--- config.mk ---
export PLATFORM = sky130hd
export DESIGN_NAME = period_quad_counter
export DESIGN_NICKNAME = d
export VERILOG_FILES = /design/src/include/pqc_pkg.sv /design/src/include/edge_if.sv /design/src/logic/input_sync.sv /design/src/logic/period_quad_counter.sv /design/src/logic/quad_decoder.sv
export SDC_FILE = /design/constraint.sdc
export NUM_CORES = 1
export LEC_CHECK = 0
export BUFFER_PORTS_ARGS = -buffer_cell sky130_fd_sc_hd__buf_2
export CAP_MARGIN = 5
export CORE_ASPECT_RATIO = 1.5
export CORE_MARGIN = 1
export CORE_UTILIZATION = 49
export CTS_CLUSTER_DIAMETER = 80
export DETAILED_ROUTE_END_ITERATION = 6
export GPL_TIMING_DRIVEN = 0
export PLACE_DENSITY = 0.68
export SETUP_SLACK_MARGIN = 0.3
export SYNTH_ARGS = -nofsm -noshare
export SYNTH_HDL_FRONTEND = slang
export SYNTH_SLANG_ARGS = --single-unit
--- constraint.sdc ---
create_clock -name clk_sys_i -period 7.6 [get_ports clk_sys_i]
set_input_delay 0.38 -clock clk_sys_i [delete_from_list [all_inputs] [get_ports clk_sys_i]]
set_output_delay 0.38 -clock clk_sys_i [all_outputs]
set_load 0.01 [all_outputs]
--- src/include/pqc_pkg.sv ---
// shared constants and types for the period and quadrature counter
package pqc_pkg;

    // ------------------------------------------------------------
    // widths
    // ------------------------------------------------------------
    localparam int COUNT_W = 32;
    localparam int SYNC_N = 6;

    // ------------------------------------------------------------
    // synchronised input slots
    // ------------------------------------------------------------
    localparam int IN_A = 0;
    localparam int IN_B = 1;
    localparam int IN_Z = 2;
    localparam int IN_GATE = 3;
    localparam int IN_SOURCE = 4;
    localparam int IN_SAMPLE = 5;

    // ------------------------------------------------------------
    // reset and step values
    // ------------------------------------------------------------
    localparam logic [COUNT_W-1:0] COUNT_RST = 32'h0000_0000;
    localparam logic [COUNT_W-1:0] COUNT_ONE = 32'h0000_0001;

    // ------------------------------------------------------------
    // decoding modes
    // ------------------------------------------------------------
    typedef enum logic [1:0] {
        DEC_X1 = 2'h0,
        DEC_X2 = 2'h1,
        DEC_X4 = 2'h2,
        DEC_TWO_PULSE = 2'h3
    } decode_mode_t;

    // ------------------------------------------------------------
    // reload phases, numbered in forward quadrature order a0b0, a1b0, a1b1, a0b1
    // ------------------------------------------------------------
    typedef enum logic [1:0] {
        PH_A0_B0 = 2'h0,
        PH_A1_B0 = 2'h1,
        PH_A1_B1 = 2'h2,
        PH_A0_B1 = 2'h3
    } reload_phase_t;

    // ------------------------------------------------------------
    // period measurement states, one-hot
    // ------------------------------------------------------------
    typedef enum logic [3:0] {
        PER_IDLE = 4'h1,
        PER_WAIT_OPEN = 4'h2,
        PER_COUNT = 4'h4,
        PER_DONE = 4'h8
    } period_state_t;

endpackage

--- src/include/edge_if.sv ---
// synchronised level and edge strobes of one outside input
`timescale 1ns/1ps
interface edge_if;
    logic level;
    logic rise;
    logic fall;

    modport src (output level, output rise, output fall);
    modport dst (input level, input rise, input fall);
endinterface

--- src/logic/input_sync.sv ---
// three-stage synchroniser with agreement filter and edge strobes
`timescale 1ns/1ps
module input_sync (
    input wire logic clk_sys_i,
    input wire logic reset_i,
    input wire logic pin_i,
    edge_if.src sig
);

    logic meta_q;
    logic s2_q;
    logic s3_q;
    logic level_q;
    logic agree;

    // ------------------------------------------------------------
    // synchroniser chain
    // ------------------------------------------------------------
    always_ff @(posedge clk_sys_i) begin
        if (reset_i) begin
            meta_q <= 1'b0;
            s2_q <= 1'b0;
            s3_q <= 1'b0;
        end else begin
            meta_q <= pin_i;
            s2_q <= meta_q;
            s3_q <= s2_q;
        end
    end

    // a change is accepted only when stages two and three agree
    assign agree = (s2_q == s3_q);

    always_ff @(posedge clk_sys_i) begin
        if (reset_i) begin
            level_q <= 1'b0;
        end else if (agree) begin
            level_q <= s3_q;
        end
    end

    // one strobe per accepted change
    assign sig.level = level_q;
    assign sig.rise = agree && s3_q && !level_q;
    assign sig.fall = agree && !s3_q && level_q;

endmodule

--- src/logic/period_quad_counter.sv ---
// period measurement and quadrature position counter, top level
//
// Overview of operation
// - period measured once, only after arming
// - gate period edges: rising or falling
// - count source edges between gate edges
// - position counts only after arm
// - on-demand read or sample-clocked read
// - inputs: phase a, phase b, index z
// - x1: a leads, up on a rise
// - x1: b leads, down on a fall
// - x2: step on both a edges
// - x4: step on all a, b edges
// - two-pulse encoder mode supported
// - two-pulse: a rise up, b rise down
// - z high in chosen phase reloads count
// - step wins, a reload in that cycle is dropped
`timescale 1ns/1ps
module period_quad_counter (
    input wire logic clk_sys_i,
    input wire logic reset_i,
    input wire logic enc_a_i,
    input wire logic enc_b_i,
    input wire logic enc_z_i,
    input wire logic gate_i,
    input wire logic source_i,
    input wire logic sample_clk_i,
    input wire logic arm_i,
    input wire logic disarm_i,
    input wire logic position_sel_i,
    input wire logic gate_rising_i,
    input wire logic source_rising_i,
    input wire pqc_pkg::decode_mode_t decode_mode_i,
    input wire logic reload_en_i,
    input wire pqc_pkg::reload_phase_t reload_phase_i,
    input wire logic [31:0] reload_value_i,
    input wire logic buffered_i,
    input wire logic sample_rising_i,
    input wire logic read_req_i,
    output logic armed_o,
    output logic period_busy_o,
    output logic [31:0] period_o,
    output logic period_valid_o,
    output logic [31:0] position_o,
    output logic [31:0] sample_o,
    output logic sample_valid_o
);

    // ------------------------------------------------------------
    // usage notes
    // ------------------------------------------------------------
    // pins are asynchronous; a level must hold two clocks to be seen
    // a, b, gate and source edges reach the counters three to four clocks late, z four to five
    // the period and position counts wrap silently past all ones
    // a disarm aborts a period measurement and leaves no result
    // arm and disarm in one cycle: the arm wins
    // the sample clock pin is seen like any other pin, so it must
    // stay below a quarter of the clock rate to keep every edge

    // ------------------------------------------------------------
    // input synchronisers
    // ------------------------------------------------------------
    // one level and edge carrier per outside pin
    edge_if sync_bus [pqc_pkg::SYNC_N] ();
    logic [pqc_pkg::SYNC_N-1:0] pins;

    // all encoder, gate, source and sample lines
    assign pins = {sample_clk_i, source_i, gate_i, enc_z_i, enc_b_i, enc_a_i};

    genvar gi;
    generate
        for (gi = 0; gi < pqc_pkg::SYNC_N; gi++) begin : g_sync
            // each pin is resynchronised before edge detection
            input_sync u_sync (
                .clk_sys_i(clk_sys_i),
                .reset_i(reset_i),
                .pin_i(pins[gi]),
                .sig(sync_bus[gi])
            );
        end
    endgenerate

    // ------------------------------------------------------------
    // edge selection
    // ------------------------------------------------------------
    logic gate_edge;
    logic source_edge;
    logic sample_edge;
    logic z_level;
    logic a_level;
    logic b_level;

    assign gate_edge = gate_rising_i ? sync_bus[pqc_pkg::IN_GATE].rise
                                     : sync_bus[pqc_pkg::IN_GATE].fall;
    // the chosen source polarity is what the period count sees
    assign source_edge = source_rising_i ? sync_bus[pqc_pkg::IN_SOURCE].rise
                                         : sync_bus[pqc_pkg::IN_SOURCE].fall;
    // the sample clock polarity is followed live, not latched at the arm
    assign sample_edge = sample_rising_i ? sync_bus[pqc_pkg::IN_SAMPLE].rise
                                         : sync_bus[pqc_pkg::IN_SAMPLE].fall;
    // settled levels feed the reload phase match
    assign z_level = sync_bus[pqc_pkg::IN_Z].level;
    assign a_level = sync_bus[pqc_pkg::IN_A].level;
    assign b_level = sync_bus[pqc_pkg::IN_B].level;

    // ------------------------------------------------------------
    // quadrature decoding
    // ------------------------------------------------------------
    logic step_up;
    logic step_dn;

    quad_decoder u_dec (
        .mode_i(decode_mode_i),
        .a(sync_bus[pqc_pkg::IN_A]),
        .b(sync_bus[pqc_pkg::IN_B]),
        .step_up_o(step_up),
        .step_dn_o(step_dn)
    );

    // ------------------------------------------------------------
    // arming
    // ------------------------------------------------------------
    logic armed_q;
    logic pos_mode_q;
    logic period_finish;

    // arm wins over disarm; the mode is latched at the arm
    always_ff @(posedge clk_sys_i) begin
        if (reset_i) begin
            armed_q <= 1'b0;
            pos_mode_q <= 1'b0;
        end else if (arm_i) begin
            armed_q <= 1'b1;
            pos_mode_q <= position_sel_i;
        end else if (disarm_i || period_finish) begin
            armed_q <= 1'b0;
        end
    end

    assign armed_o = armed_q;

    // ------------------------------------------------------------
    // period measurement state machine
    // ------------------------------------------------------------
    pqc_pkg::period_state_t per_state_q;
    logic [31:0] per_count_q;
    logic [31:0] period_q;
    logic period_valid_q;

    // the closing gate edge ends the single measurement
    assign period_finish = (per_state_q == pqc_pkg::PER_COUNT) && gate_edge;

    // waits for the opening gate edge, counts, closes on the next one
    always_ff @(posedge clk_sys_i) begin
        if (reset_i) begin
            per_state_q <= pqc_pkg::PER_IDLE;
        end else if (arm_i) begin
            // arm beats a disarm in the same cycle, as the arming flag does
            per_state_q <= position_sel_i ? pqc_pkg::PER_IDLE
                                          : pqc_pkg::PER_WAIT_OPEN;
        end else if (disarm_i) begin
            per_state_q <= pqc_pkg::PER_IDLE;
        end else begin
            case (per_state_q)
                pqc_pkg::PER_IDLE: begin
                    per_state_q <= pqc_pkg::PER_IDLE;
                end
                pqc_pkg::PER_WAIT_OPEN: begin
                    if (gate_edge) begin
                        per_state_q <= pqc_pkg::PER_COUNT;
                    end
                end
                pqc_pkg::PER_COUNT: begin
                    if (gate_edge) begin
                        per_state_q <= pqc_pkg::PER_DONE; // one period only
                    end
                end
                pqc_pkg::PER_DONE: begin
                    per_state_q <= pqc_pkg::PER_DONE;
                end
                default: begin
                    per_state_q <= pqc_pkg::PER_IDLE;
                end
            endcase
        end
    end

    // source edges between the two gate edges; one at the close still counts
    always_ff @(posedge clk_sys_i) begin
        if (reset_i) begin
            per_count_q <= pqc_pkg::COUNT_RST;
        end else if (per_state_q == pqc_pkg::PER_WAIT_OPEN) begin
            per_count_q <= pqc_pkg::COUNT_RST;
        end else if (per_state_q == pqc_pkg::PER_COUNT && source_edge) begin
            per_count_q <= per_count_q + pqc_pkg::COUNT_ONE;
        end
    end

    // result register with a one-cycle valid strobe
    always_ff @(posedge clk_sys_i) begin
        if (reset_i) begin
            period_q <= pqc_pkg::COUNT_RST;
            period_valid_q <= 1'b0;
        end else begin
            period_valid_q <= period_finish && !arm_i && !disarm_i;
            if (period_finish && !arm_i && !disarm_i) begin
                period_q <= source_edge ? per_count_q + pqc_pkg::COUNT_ONE
                                        : per_count_q;
            end
        end
    end

    assign period_o = period_q;
    assign period_valid_o = period_valid_q;

    // busy covers waiting for the opening edge and counting
    logic busy_q;

    always_ff @(posedge clk_sys_i) begin
        if (reset_i) begin
            busy_q <= 1'b0;
        end else begin
            busy_q <= (per_state_q == pqc_pkg::PER_WAIT_OPEN) ||
                      (per_state_q == pqc_pkg::PER_COUNT && !gate_edge);
        end
    end

    assign period_busy_o = busy_q;

    // ------------------------------------------------------------
    // position counter with index reload
    // ------------------------------------------------------------
    logic [31:0] pos_q;
    logic pos_run;
    logic in_phase;
    logic reload_hit;

    assign pos_run = armed_q && pos_mode_q;

    // current quadrature phase against the programmed one
    always_comb begin
        in_phase = 1'b0;
        case (reload_phase_i)
            pqc_pkg::PH_A0_B0: in_phase = !a_level && !b_level;
            pqc_pkg::PH_A1_B0: in_phase = a_level && !b_level;
            pqc_pkg::PH_A1_B1: in_phase = a_level && b_level;
            pqc_pkg::PH_A0_B1: in_phase = !a_level && b_level;
            default: in_phase = 1'b0;
        endcase
    end

    // a step in the same cycle wins; that reload is dropped, as the step leaves the phase
    assign reload_hit = reload_en_i && z_level && in_phase &&
                        !step_up && !step_dn;

    // live count: cleared at arm, then steps, then index reloads
    always_ff @(posedge clk_sys_i) begin
        if (reset_i) begin
            pos_q <= pqc_pkg::COUNT_RST;
        end else if (arm_i) begin
            pos_q <= pqc_pkg::COUNT_RST; // counts are cumulative from the arm
        end else if (pos_run) begin
            if (step_up) begin
                pos_q <= pos_q + pqc_pkg::COUNT_ONE;
            end else if (step_dn) begin
                pos_q <= pos_q - pqc_pkg::COUNT_ONE;
            end else if (reload_hit) begin
                pos_q <= reload_value_i;
            end
        end
    end

    // the live count is visible at all times
    assign position_o = pos_q;

    // ------------------------------------------------------------
    // on-demand or sample-clocked read of the position
    // ------------------------------------------------------------
    logic [31:0] sample_q;
    logic sample_valid_q;
    logic take;

    // buffered mode samples on the clock, otherwise on request
    assign take = pos_run && (buffered_i ? sample_edge : read_req_i);

    // the valid strobe stands one cycle beside the new sample
    always_ff @(posedge clk_sys_i) begin
        if (reset_i) begin
            sample_q <= pqc_pkg::COUNT_RST;
            sample_valid_q <= 1'b0;
        end else begin
            sample_valid_q <= take;
            if (take) begin
                sample_q <= pos_q;
            end
        end
    end

    assign sample_o = sample_q;
    assign sample_valid_o = sample_valid_q;

endmodule

--- src/logic/quad_decoder.sv ---
// turns encoder edges into up and down count steps
`timescale 1ns/1ps
module quad_decoder (
    input wire pqc_pkg::decode_mode_t mode_i,
    edge_if.dst a,
    edge_if.dst b,
    output logic step_up_o,
    output logic step_dn_o
);

    // ------------------------------------------------------------
    // step selection per mode
    // ------------------------------------------------------------
    always_comb begin
        step_up_o = 1'b0;
        step_dn_o = 1'b0;
        case (mode_i)
            pqc_pkg::DEC_X1: begin
                step_up_o = a.rise && !b.level;
                step_dn_o = a.fall && !b.level;
            end
            pqc_pkg::DEC_X2: begin
                // both edges of a, direction from b
                step_up_o = (a.rise && !b.level) || (a.fall && b.level);
                step_dn_o = (a.rise && b.level) || (a.fall && !b.level);
            end
            pqc_pkg::DEC_X4: begin
                // every edge of a and b
                step_up_o = (a.rise && !b.level) || (a.fall && b.level) ||
                            (b.rise && a.level) || (b.fall && !a.level);
                step_dn_o = (a.rise && b.level) || (a.fall && !b.level) ||
                            (b.rise && !a.level) || (b.fall && a.level);
            end
            pqc_pkg::DEC_TWO_PULSE: begin
                // a rising counts up, b rising counts down
                step_up_o = a.rise && !b.rise;
                step_dn_o = b.rise && !a.rise;
            end
            default: begin
                step_up_o = 1'b0;
                step_dn_o = 1'b0;
            end
        endcase
    end

endmodule

==> summary.md, run 1 <==
| Metric | Value |
|---|---|
| Inst Count DP | `1453` |
| Crit-path slowest cell | `or4_4` |
| PortBufs | `149` |
| Die Ht | `between 150 and 200 µm` |
| Met1 Routed Length | `10.40 mm` |
| CTS H-tree lvls | `4` |
| Register area share after synthesis | `37.77%` |
| First-pass GRT wire length | `45.46 mm` |
| Commonest non-fill, non-tap cells in the layout | `dfxtp_1, buf_2, nand2_1` |
| Layout cells sized above 1 | `about 17%` |
| CP most frequent cell | `or4_4` |
| Critical Path AT | `3690 ps` |
| Hold Crit Class | `in2reg` |
| Area grow syn2layout | `18.80%` |
| Ys Warns | `0` |
| Post-CTS setup buffers | `0` |
| Tmin final | `~3400 ps` |
| Post-DRT Antenna Nets | `0` |
| Tcrit/Tclk final | `between 40 and 50%` |
| Post-CTS Resized | `0` |
| Design Power | `~1.9 mW` |
| Status | `complete, no violations` |
| DRC | `0` |
| Antenna diode count | `0` |
| Clk Latency, worst-skew pair | `around 450 ps` |
| Nets | `around 1300` |
| Root Driver | `clkbuf_16` |
| Vias in the first global route | `around 8500` |
| GR Overflow Total | `0` |
| Least-Margin Pin Slew | `between 1000 and 1500 ps` |
| CP Class | `reg2reg` |
| Longest Clk Path Bufs | `2` |
| Hold Violations, Final | `0` |
| Areal power density over the cells | `approximately 190 nW/µm²` |
| Post-synthesis cell count | `around 1100` |
| CP endpoint kind | `register` |
| Met2 wire len | `approximately 15 mm` |
| Final setup violation count | `0` |
| DR WL met3 | `2.176 mm` |
| Async set-reset flop share out of synthesis | `0%` |
| WL/cell | `a little under 20 µm` |
| Synth Flop Type | `dfxtp_1` |
| Total track usage | `33.71%` |
| Final TNS setup | `0 ps` |
| Clk pin slew, worst setup/hold paths | `70 ps` |
| Setup Skew | `between 10 and 15 ps` |
| Post-detail-place hpwl | `between 20 and 25 mm` |
| Max Used Layer | `met4` |
| Max-cap violations | `0` |
| Post-Syn Nets | `between 1000 and 1500` |
| CTS buffer count | `17` |
| Core region area | `approximately 17000 µm²` |
| Die width | `109.8 µm` |
| Total Wirelength | `roughly 29 mm` |
| Most common cell after layout, fill and taps aside | `dfxtp_1` |
| Max FO, Critical Path | `9` |
| Clock Sinks | `roughly 160` |
| Max frequency | `a little under 300 MHz` |
| EDFF count, synth | `0` |
| DRT iter0 DRCs | `between 600 and 700` |
| Fin cells | `1485` |
| Syn_area_per_cell | `7.808 µm²` |
| Die area | `17960 µm²` |
| DR vias | `about 9000` |
| Num ports | `~150` |
| VDD IR max | `0.0001356 V` |
| Util after Layout | `between 50% and 60%` |
| Max Slew Vio Count | `0` |
| Max_slew headroom | `around 17%` |
| Largest net degree at the start of global routing | `17` |
| Post-synthesis cell area | `8534 µm²` |
| Crit-path cells | `inv_1, ha_1, nor4b_1, nand2_1, or4_4, or4_4, and3_4, a211oi_1, o22ai_1` |
| Critical Path RT | `7910 ps` |
| CP peak stage delay | `540 ps` |
| Cell row count | `58` |
| Synthesized flop and latch total | `161` |
| Synth cell types | `76` |
| CTS Hold Buffers Added | `0` |
| Initial antenna violation count | `0` |
| GPL Wtd Cong | `0.9875` |
| Static leakage | `3.826 nW` |
| Initial Util | `around half` |
| CTS tree | `built` |
| DRT Pass-1 Iters | `6` |
| CP startpoint kind | `register` |
| RSZ-0062 raised after global routing | `no` |
| Avg Vias per Cell | `around 6` |
worst max-delay path: cells and delay by family, from the launching register on:
family,cells,cell delay (ps)
AO/OA/AOI/OAI,2,340
adder cells (fa/ha/maj),1,260
buffers and inverters,1,190
flip-flops,1,420
AND/OR/NAND/NOR,5,2050
area by class of cell:
cell class | count | area, µm²
flip-flops and latches | 161 | 3223
clock inverters | 14 | 143.9
plain buffers | 84 | 394.1
repair buffers | 150 | 753.2
well taps | 210 | 262.8
multi-input cells | 828 | 4847
inverters | 20 | 75.07
clock buffers | 18 | 439.2
fillers | 1658 | 6770
routing by layer:
| layer | GRT usage, % | vias up |
|---|---|---|
| li1 | - | 4227 |
| met1 | 35.73 | 4119 |
| met2 | 58.95 | 437 |
| met3 | 7.542 | 128 |
| met4 | 21.88 | 0 |
| met5 | 0 | - |
report_power, final:
part	total, mW	internal, mW	switching (mW)
clock network	0.871	0.472	0.398
registers	0.855	0.850	0.00470
logic	0.189	0.0650	0.123
synthesized netlist by cell type (8+ instances only):
master / count / area share (%)
and3_1: 17 / 1.2
a21oi_1: 76 / 4.5
nor2_1: 121 / 5.3
o22ai_1: 10 / 0.73
o211ai_1: 12 / 1.1
nor2b_1: 16 / 1.2
o21ai_0: 56 / 3.3
a311oi_1: 13 / 1.3
inv_1: 20 / 0.88
a211oi_1: 37 / 3.3
xnor2_1: 41 / 4.2
a31oi_1: 10 / 0.73
or3_1: 24 / 1.8
nand2_1: 145 / 6.4
nand3_1: 46 / 2.7
nand4_1: 9 / 0.66
dfxtp_1: 161 / 38
mux2i_1: 8 / 0.94
or2_2: 8 / 0.59
ha_1: 15 / 2.2
nor4_1: 12 / 0.88
clkbuf_1: 67 / 2.9
xor2_1: 22 / 2.3
nor3_1: 38 / 2.2
worst paths after layout:
check | to | from | cells after the start | slack (ps)
worst max-delay path | position_o[30] | position_o[0] | 9 | 4220
worst min-delay path | g_sync[3].u_sync.meta_q | gate_i | 2 | 150
worst max register to register | position_o[30] | position_o[0] | 9 | 4220
worst min register to register | g_sync[3].u_sync.s2_q | g_sync[3].u_sync.meta_q | 1 | 440
logic make-up after synthesis:
logic type               count (synthesis)  share of synthesized area (%)
multiplexers                            10                          1.202
flip-flops                             161                          37.77
XOR/XNOR                                63                          6.465
buffers and inverters                  104                          5.497
AND/OR/NAND/NOR                        482                          27.50
AO/OA/AOI/OAI                          258                          19.37
adder cells (fa/ha/maj)                 15                          2.199
flip-flops by register name, indices dropped and copies added, names as in the netlist:
register	flops
armed_o	1
position_o	32
g_sync.u_sync.meta_q	6
sample_o	32
sample_valid_o	1
g_sync.u_sync.s3_q	6
per_state_q	4
period_o	32
pos_mode_q	1
period_valid_o	1
per_count_q	32
g_sync.u_sync.s2_q	6
period_busy_o	1
g_sync.u_sync.sig.level	6
per-stage QoR:
stage / hold WS (ps) / setup slack (ps) / area [µm²]
4_1_cts: 144.0 / 4227 / 10140
3_3_place_gp: 417.3 / 3659 / 9543
5_1_grt: 158.5 / 4069 / 10140
6_report: 150.4 / 4222 / 10140
2_1_floorplan: 413.8 / 4568 / 8534
3_5_place_dp: 429.2 / 4229 / 9555
(Power assumes the default switching activity.)
==> run 2, diff against run 1 <==
PLACE_DENSITY = 0.71   (was 0.68)
clock period = 2.8 ns   (was 7.6 ns; I/O delays follow)
==> summary.md, run 2 (same netlist as run 1, synthesis figures left out) <==
| Metric | Value |
|---|---|
| Status | `finished, violations left` |
| Violated checks | `design-rule violations, negative setup slack` |
| Max_slew headroom | `between 40% and 50%` |
| Initial Util | `between 50% and 60%` |
| Worst R2R Setup Slack | `-200 ps` |
| PortBufs | `149` |
| Largest net degree at the start of global routing | `17` |
| Design Power | `5.507 mW` |
| CTS buffer count | `17` |
| RSZ-0062 raised after global routing | `yes` |
| Cell row count | `between 50 and 60` |
| Max-cap violations | `0` |
| WL/cell | `19.69 µm` |
| Root Driver | `clkbuf_16` |
| Layout cells sized above 1 | `27.36%` |
| Avg Vias per Cell | `roughly 6` |
| First-pass GRT wire length | `44.99 mm` |
| DRT Pass-1 Iters | `7` |
| Initial antenna violation count | `0` |
| Num ports | `around 150` |
| Fin cells | `between 1500 and 2000` |
| Critical Path RT | `about 3100 ps` |
| GR Overflow Total | `0` |
| Setup ws final | `-198.6 ps` |
| Static leakage | `between 4 and 5 nW` |
| CP startpoint kind | `register` |
| Crit-path slowest cell | `or4_4` |
| Crit-path cells | `buf_8, or4_4, or3_4, buf_6, or4_4, or4_4, and3_4, a211oi_2, o22ai_1` |
| Longest Clk Path Bufs | `2` |
| Area grow syn2layout | `30.96%` |
| Clock Sinks | `161` |
| Die width | `109.8 µm` |
| Hold Violations, Final | `0` |
| Total track usage | `~34%` |
| CP Class | `reg2reg` |
| CTS H-tree lvls | `4` |
| Total Wirelength | `approximately 30 mm` |
| Hold Crit Depth | `3` |
| Clk Latency, worst-skew pair | `roughly 450 ps` |
| Fill count | `~1500` |
| CP peak stage delay | `~550 ps` |
| CP endpoint kind | `register` |
| R2r worst-path depth | `9` |
| Tcrit/Tclk final | `107.1%` |
| DRC | `1` |
| Seq. cell area | `3239 µm²` |
| Vias in the first global route | `8412` |
| Hold Crit Class | `in2reg` |
| Die area | `17960 µm²` |
| Max frequency | `between 300 and 400 MHz` |
| Die Ht | `approximately 160 µm` |
| Final TNS setup | `-916.7 ps` |
| Most common cell after layout, fill and taps aside | `buf_2` |
| GPL Wtd Cong | `between 0.9 and 1` |
| Hold slack final | `about 24 ps` |
| Max Slew Vio Count | `0` |
| DR vias | `9153` |
| Commonest non-fill, non-tap cells in the layout | `buf_2, dfxtp_1, nand2_1` |
| Final setup violation count | `9` |
| CP most frequent cell | `or4_4` |
| Critical Path AT | `about 3300 ps` |
| Tmin final | `between 2000 and 3000 ps` |
| Area of the multi-input gates | `between 5000 and 6000 µm²` |
| Setup Skew | `around 14 ps` |
| Areal power density over the cells | `~500 nW/µm²` |
| Nets | `around 1400` |
| Post-detail-place hpwl | `about 21 mm` |
| Core region area | `approximately 17000 µm²` |
| Least-Margin Pin Slew | `approximately 840 ps` |
| Max FO, Critical Path | `2` |
| CTS tree | `built` |
| Clk pin slew, worst setup/hold paths | `approximately 70 ps` |
| DRT iter0 DRCs | `roughly 700` |
| VDD IR max | `0.0004038 V` |
| Post-DRT Antenna Nets | `0` |
| Inst Count DP | `~1500` |
[run 2: area by class of cell]
type | count | share of cell area [%]
inverters | 20 | 0.6717
multi-input cells | 828 | 47.65
repair buffers | 191 | 10.16
plain buffers | 84 | 4.534
diodes | 1 | 0.02239
clock inverters | 14 | 1.690
flip-flops and latches | 161 | 28.98
well taps | 210 | 2.351
clock buffers | 18 | 3.929
[run 2: stage by stage]
stage	worst slack, ps	util [%]	instance area, µm²
after floorplan	-154.2	-	8546
final	-198.6	66.10	11180
after CTS	-139.8	63.19	10690
after detailed placement	-548.8	56.58	9567
after global placement	-1039	56.50	9554
after global routing	-227.6	66.09	11170
[run 2: final timing paths]
check | from | to
max reg2reg | position_o[11] | position_o[30]
max | position_o[11] | position_o[30]
min | reload_value_i[1] | position_o[1]
min reg2reg | g_sync[5].u_sync.meta_q | g_sync[5].u_sync.s2_q
[run 2: critical path, delay by kind of cell (launching register included)]
kind / cells / cell delay (ps)
and+or+nand+nor: 5 / 2050
DFF: 1 / 330
AOI/OAI and AO/OA: 2 / 220
buffers and inverters: 2 / 270
[run 2: repair_timing]
action | CTS | global route
gates cloned | 0 | 2
gates resized for setup | 83 | 117
hold buffers | 8 | 0
hold endpoints to repair | 8 | 0
buffers inserted | 15 | 16
pin swaps | 22 | 31
endpoints found under the setup margin | 90 | 68
[run 2: power by group]
group,internal [mW],leakage (nW),switching [mW]
sequential,2.31,1.31,0.0135
combinational,0.267,2.78,0.390
clock,1.46,0.308,1.07
[run 2: layer usage]
layer / part of all wire [%] / vias up / wire (µm) / global-route usage [%]
li1: - / 4306 / - / -
met1: 35 / 4203 / 10420 / 34.97
met2: 50 / 492 / 14990 / 58.23
met3: 8.4 / 152 / 2526 / 7.342
met4: 7.1 / 0 / 2140 / 24.06
met5: 0 / - / 0 / 0
==> run 3, diff against run 2 <==
CORE_MARGIN = 3   (was 1)
PLACE_DENSITY = 0.68   (was 0.71)
SLEW_MARGIN = 20   (was unset)
clock period = 3.4 ns   (was 2.8 ns; I/O delays follow)
==> summary.md, run 3 (same netlist as run 1, synthesis figures left out) <==
| Metric | Value |
|---|---|
| Status | `complete, no violations` |
| Clock Sinks | `~160` |
| Util after Layout | `between 60% and 70%` |
| GR Overflow Total | `0` |
| Core region area | `approximately 17000 µm²` |
| Initial antenna violation count | `0` |
| Crit-path cells | `buf_8, or4_4, or3_4, buf_6, or4_4, or4_4, and3_4, a211oi_2, o22ai_1` |
| DRC | `0` |
| Crit-path slowest cell | `or4_4` |
| Post-DRT Antenna Nets | `0` |
| CP Class | `reg2reg` |
| Vias in the first global route | `~8600` |
| Critical Path RT | `about 3700 ps` |
| Areal power density over the cells | `slightly above 400 nW/µm²` |
| Clk Latency, worst-skew pair | `roughly 430 ps` |
| Initial Util | `~50%` |
| DRT Pass-1 Iters | `6` |
| Setup Skew | `around 10 ps` |
| Hold Violations, Final | `0` |
| Die width | `roughly 110 µm` |
| VDD IR max | `roughly 0.00031 V` |
| Final TNS setup | `0 ps` |
| Worst R2R Start | `position_o[9]` |
| Critical Path AT | `approximately 3400 ps` |
| Avg Vias per Cell | `roughly 6` |
| CTS buffer count | `17` |
| DP Area | `roughly 9600 µm²` |
| Final setup violation count | `0` |
| Most common cell after layout, fill and taps aside | `dfxtp_1` |
| Die Ht | `167.6 µm` |
| WL/cell | `19.60 µm` |
| Cell row count | `58` |
| Inst Count DP | `1453` |
| Crit path from | `position_o[9]` |
| Hold Crit Class | `in2reg` |
| Area grow syn2layout | `21.05%` |
| Max Slew Vio Count | `0` |
| CP startpoint kind | `register` |
| Area of the multi-input gates | `4932 µm²` |
| Max_slew headroom | `29.25%` |
| Seq. cell area | `around 3200 µm²` |
| First-pass GRT wire length | `45.52 mm` |
| Final instance area | `10330 µm²` |
| DRT iter0 DRCs | `roughly 770` |
| PortBufs | `149` |
| Antenna diode count | `0` |
| Post-Place Worst Slack | `around 63 ps` |
| Largest net degree at the start of global routing | `17` |
| CTS tree | `built` |
| CP most frequent cell | `or4_4` |
| Max frequency | `between 300 and 400 MHz` |
| Longest Clk Path Bufs | `2` |
| Tmin final | `about 3100 ps` |
| Fin cells | `about 1500` |
| Commonest non-fill, non-tap cells in the layout | `dfxtp_1, buf_2, nand2_1` |
| RSZ-0062 raised after global routing | `yes` |
| Die area | `about 19000 µm²` |
| Hold path start | `reload_value_i[5]` |
| Fill count | `~1600` |
| Hold slack final | `~16 ps` |
| Static leakage | `slightly below 4 nW` |
| Max-cap violations | `0` |
| Root Driver | `clkbuf_16` |
| Layout cells sized above 1 | `roughly 20%` |
| GPL Wtd Cong | `1.038` |
| CP peak stage delay | `~530 ps` |
| Max FO, Critical Path | `10` |
| Design Power | `about 4.2 mW` |
| Tcrit/Tclk final | `90.97%` |
| CTS H-tree lvls | `4` |
| Total Wirelength | `around 29 mm` |
| Least-Margin Pin Slew | `around 1100 ps` |
| Num ports | `~150` |
| CP endpoint kind | `register` |
| DR vias | `roughly 8900` |
| Nets | `1342` |
| Total track usage | `between 30% and 40%` |
| Clk pin slew, worst setup/hold paths | `70 ps` |
| Setup ws final | `307.1 ps` |
| Post-detail-place hpwl | `~22 mm` |
-- run 3: worst paths after layout --
kind,endpoint,slack (ps),cells after the start
min reg2reg,g_sync[3].u_sync.s2_q,440,1
max reg2reg,position_o[30],310,9
max,position_o[30],310,9
min,position_o[5],20,3
-- run 3: report_power, final --
part	total, mW	leakage (nW)	internal, mW	switching, mW
logic	0.434	2.37	0.155	0.279
registers	1.91	1.30	1.90	0.0106
clock network	1.90	0.269	1.04	0.861
total	4.25	3.94	3.10	1.15
-- run 3: area by class of cell --
| type | count | share of cell area [%] |
|---|---|---|
| Timing Repair Buffer | 162 | 8.308 |
| Sequential cell | 161 | 31.21 |
| Clock inverter | 12 | 1.211 |
| Clock buffer | 19 | 4.287 |
| Tap cell | 210 | 2.543 |
| Inverter | 20 | 0.7267 |
| Multi-Input combinational cell | 828 | 47.74 |
| Buffer | 84 | 3.972 |
-- run 3: layer usage --
metal | GRT usage (%) | wire [µm]
met5 | 0 | 0
met4 | 18.36 | 1715
met3 | 6.001 | 2068
met2 | 54.42 | 15000
met1 | 32.12 | 10540
-- run 3: timing repair --
item                                   CTS  global route
hold buffers                             6             0
endpoints found under the hold margin    6             0
resized for setup                       10            25
buffers inserted                         2             4
pin swaps                                2             3
setup endpoints to repair               22            63
-- run 3: critical path: cells and delay by family (launching register included) --
| kind | cells | cell delay, ps |
|---|---|---|
| AOI/OAI and AO/OA | 2 | 290 |
| buffers and inverters | 2 | 280 |
| DFF | 1 | 330 |
| and+or+nand+nor | 5 | 2040 |
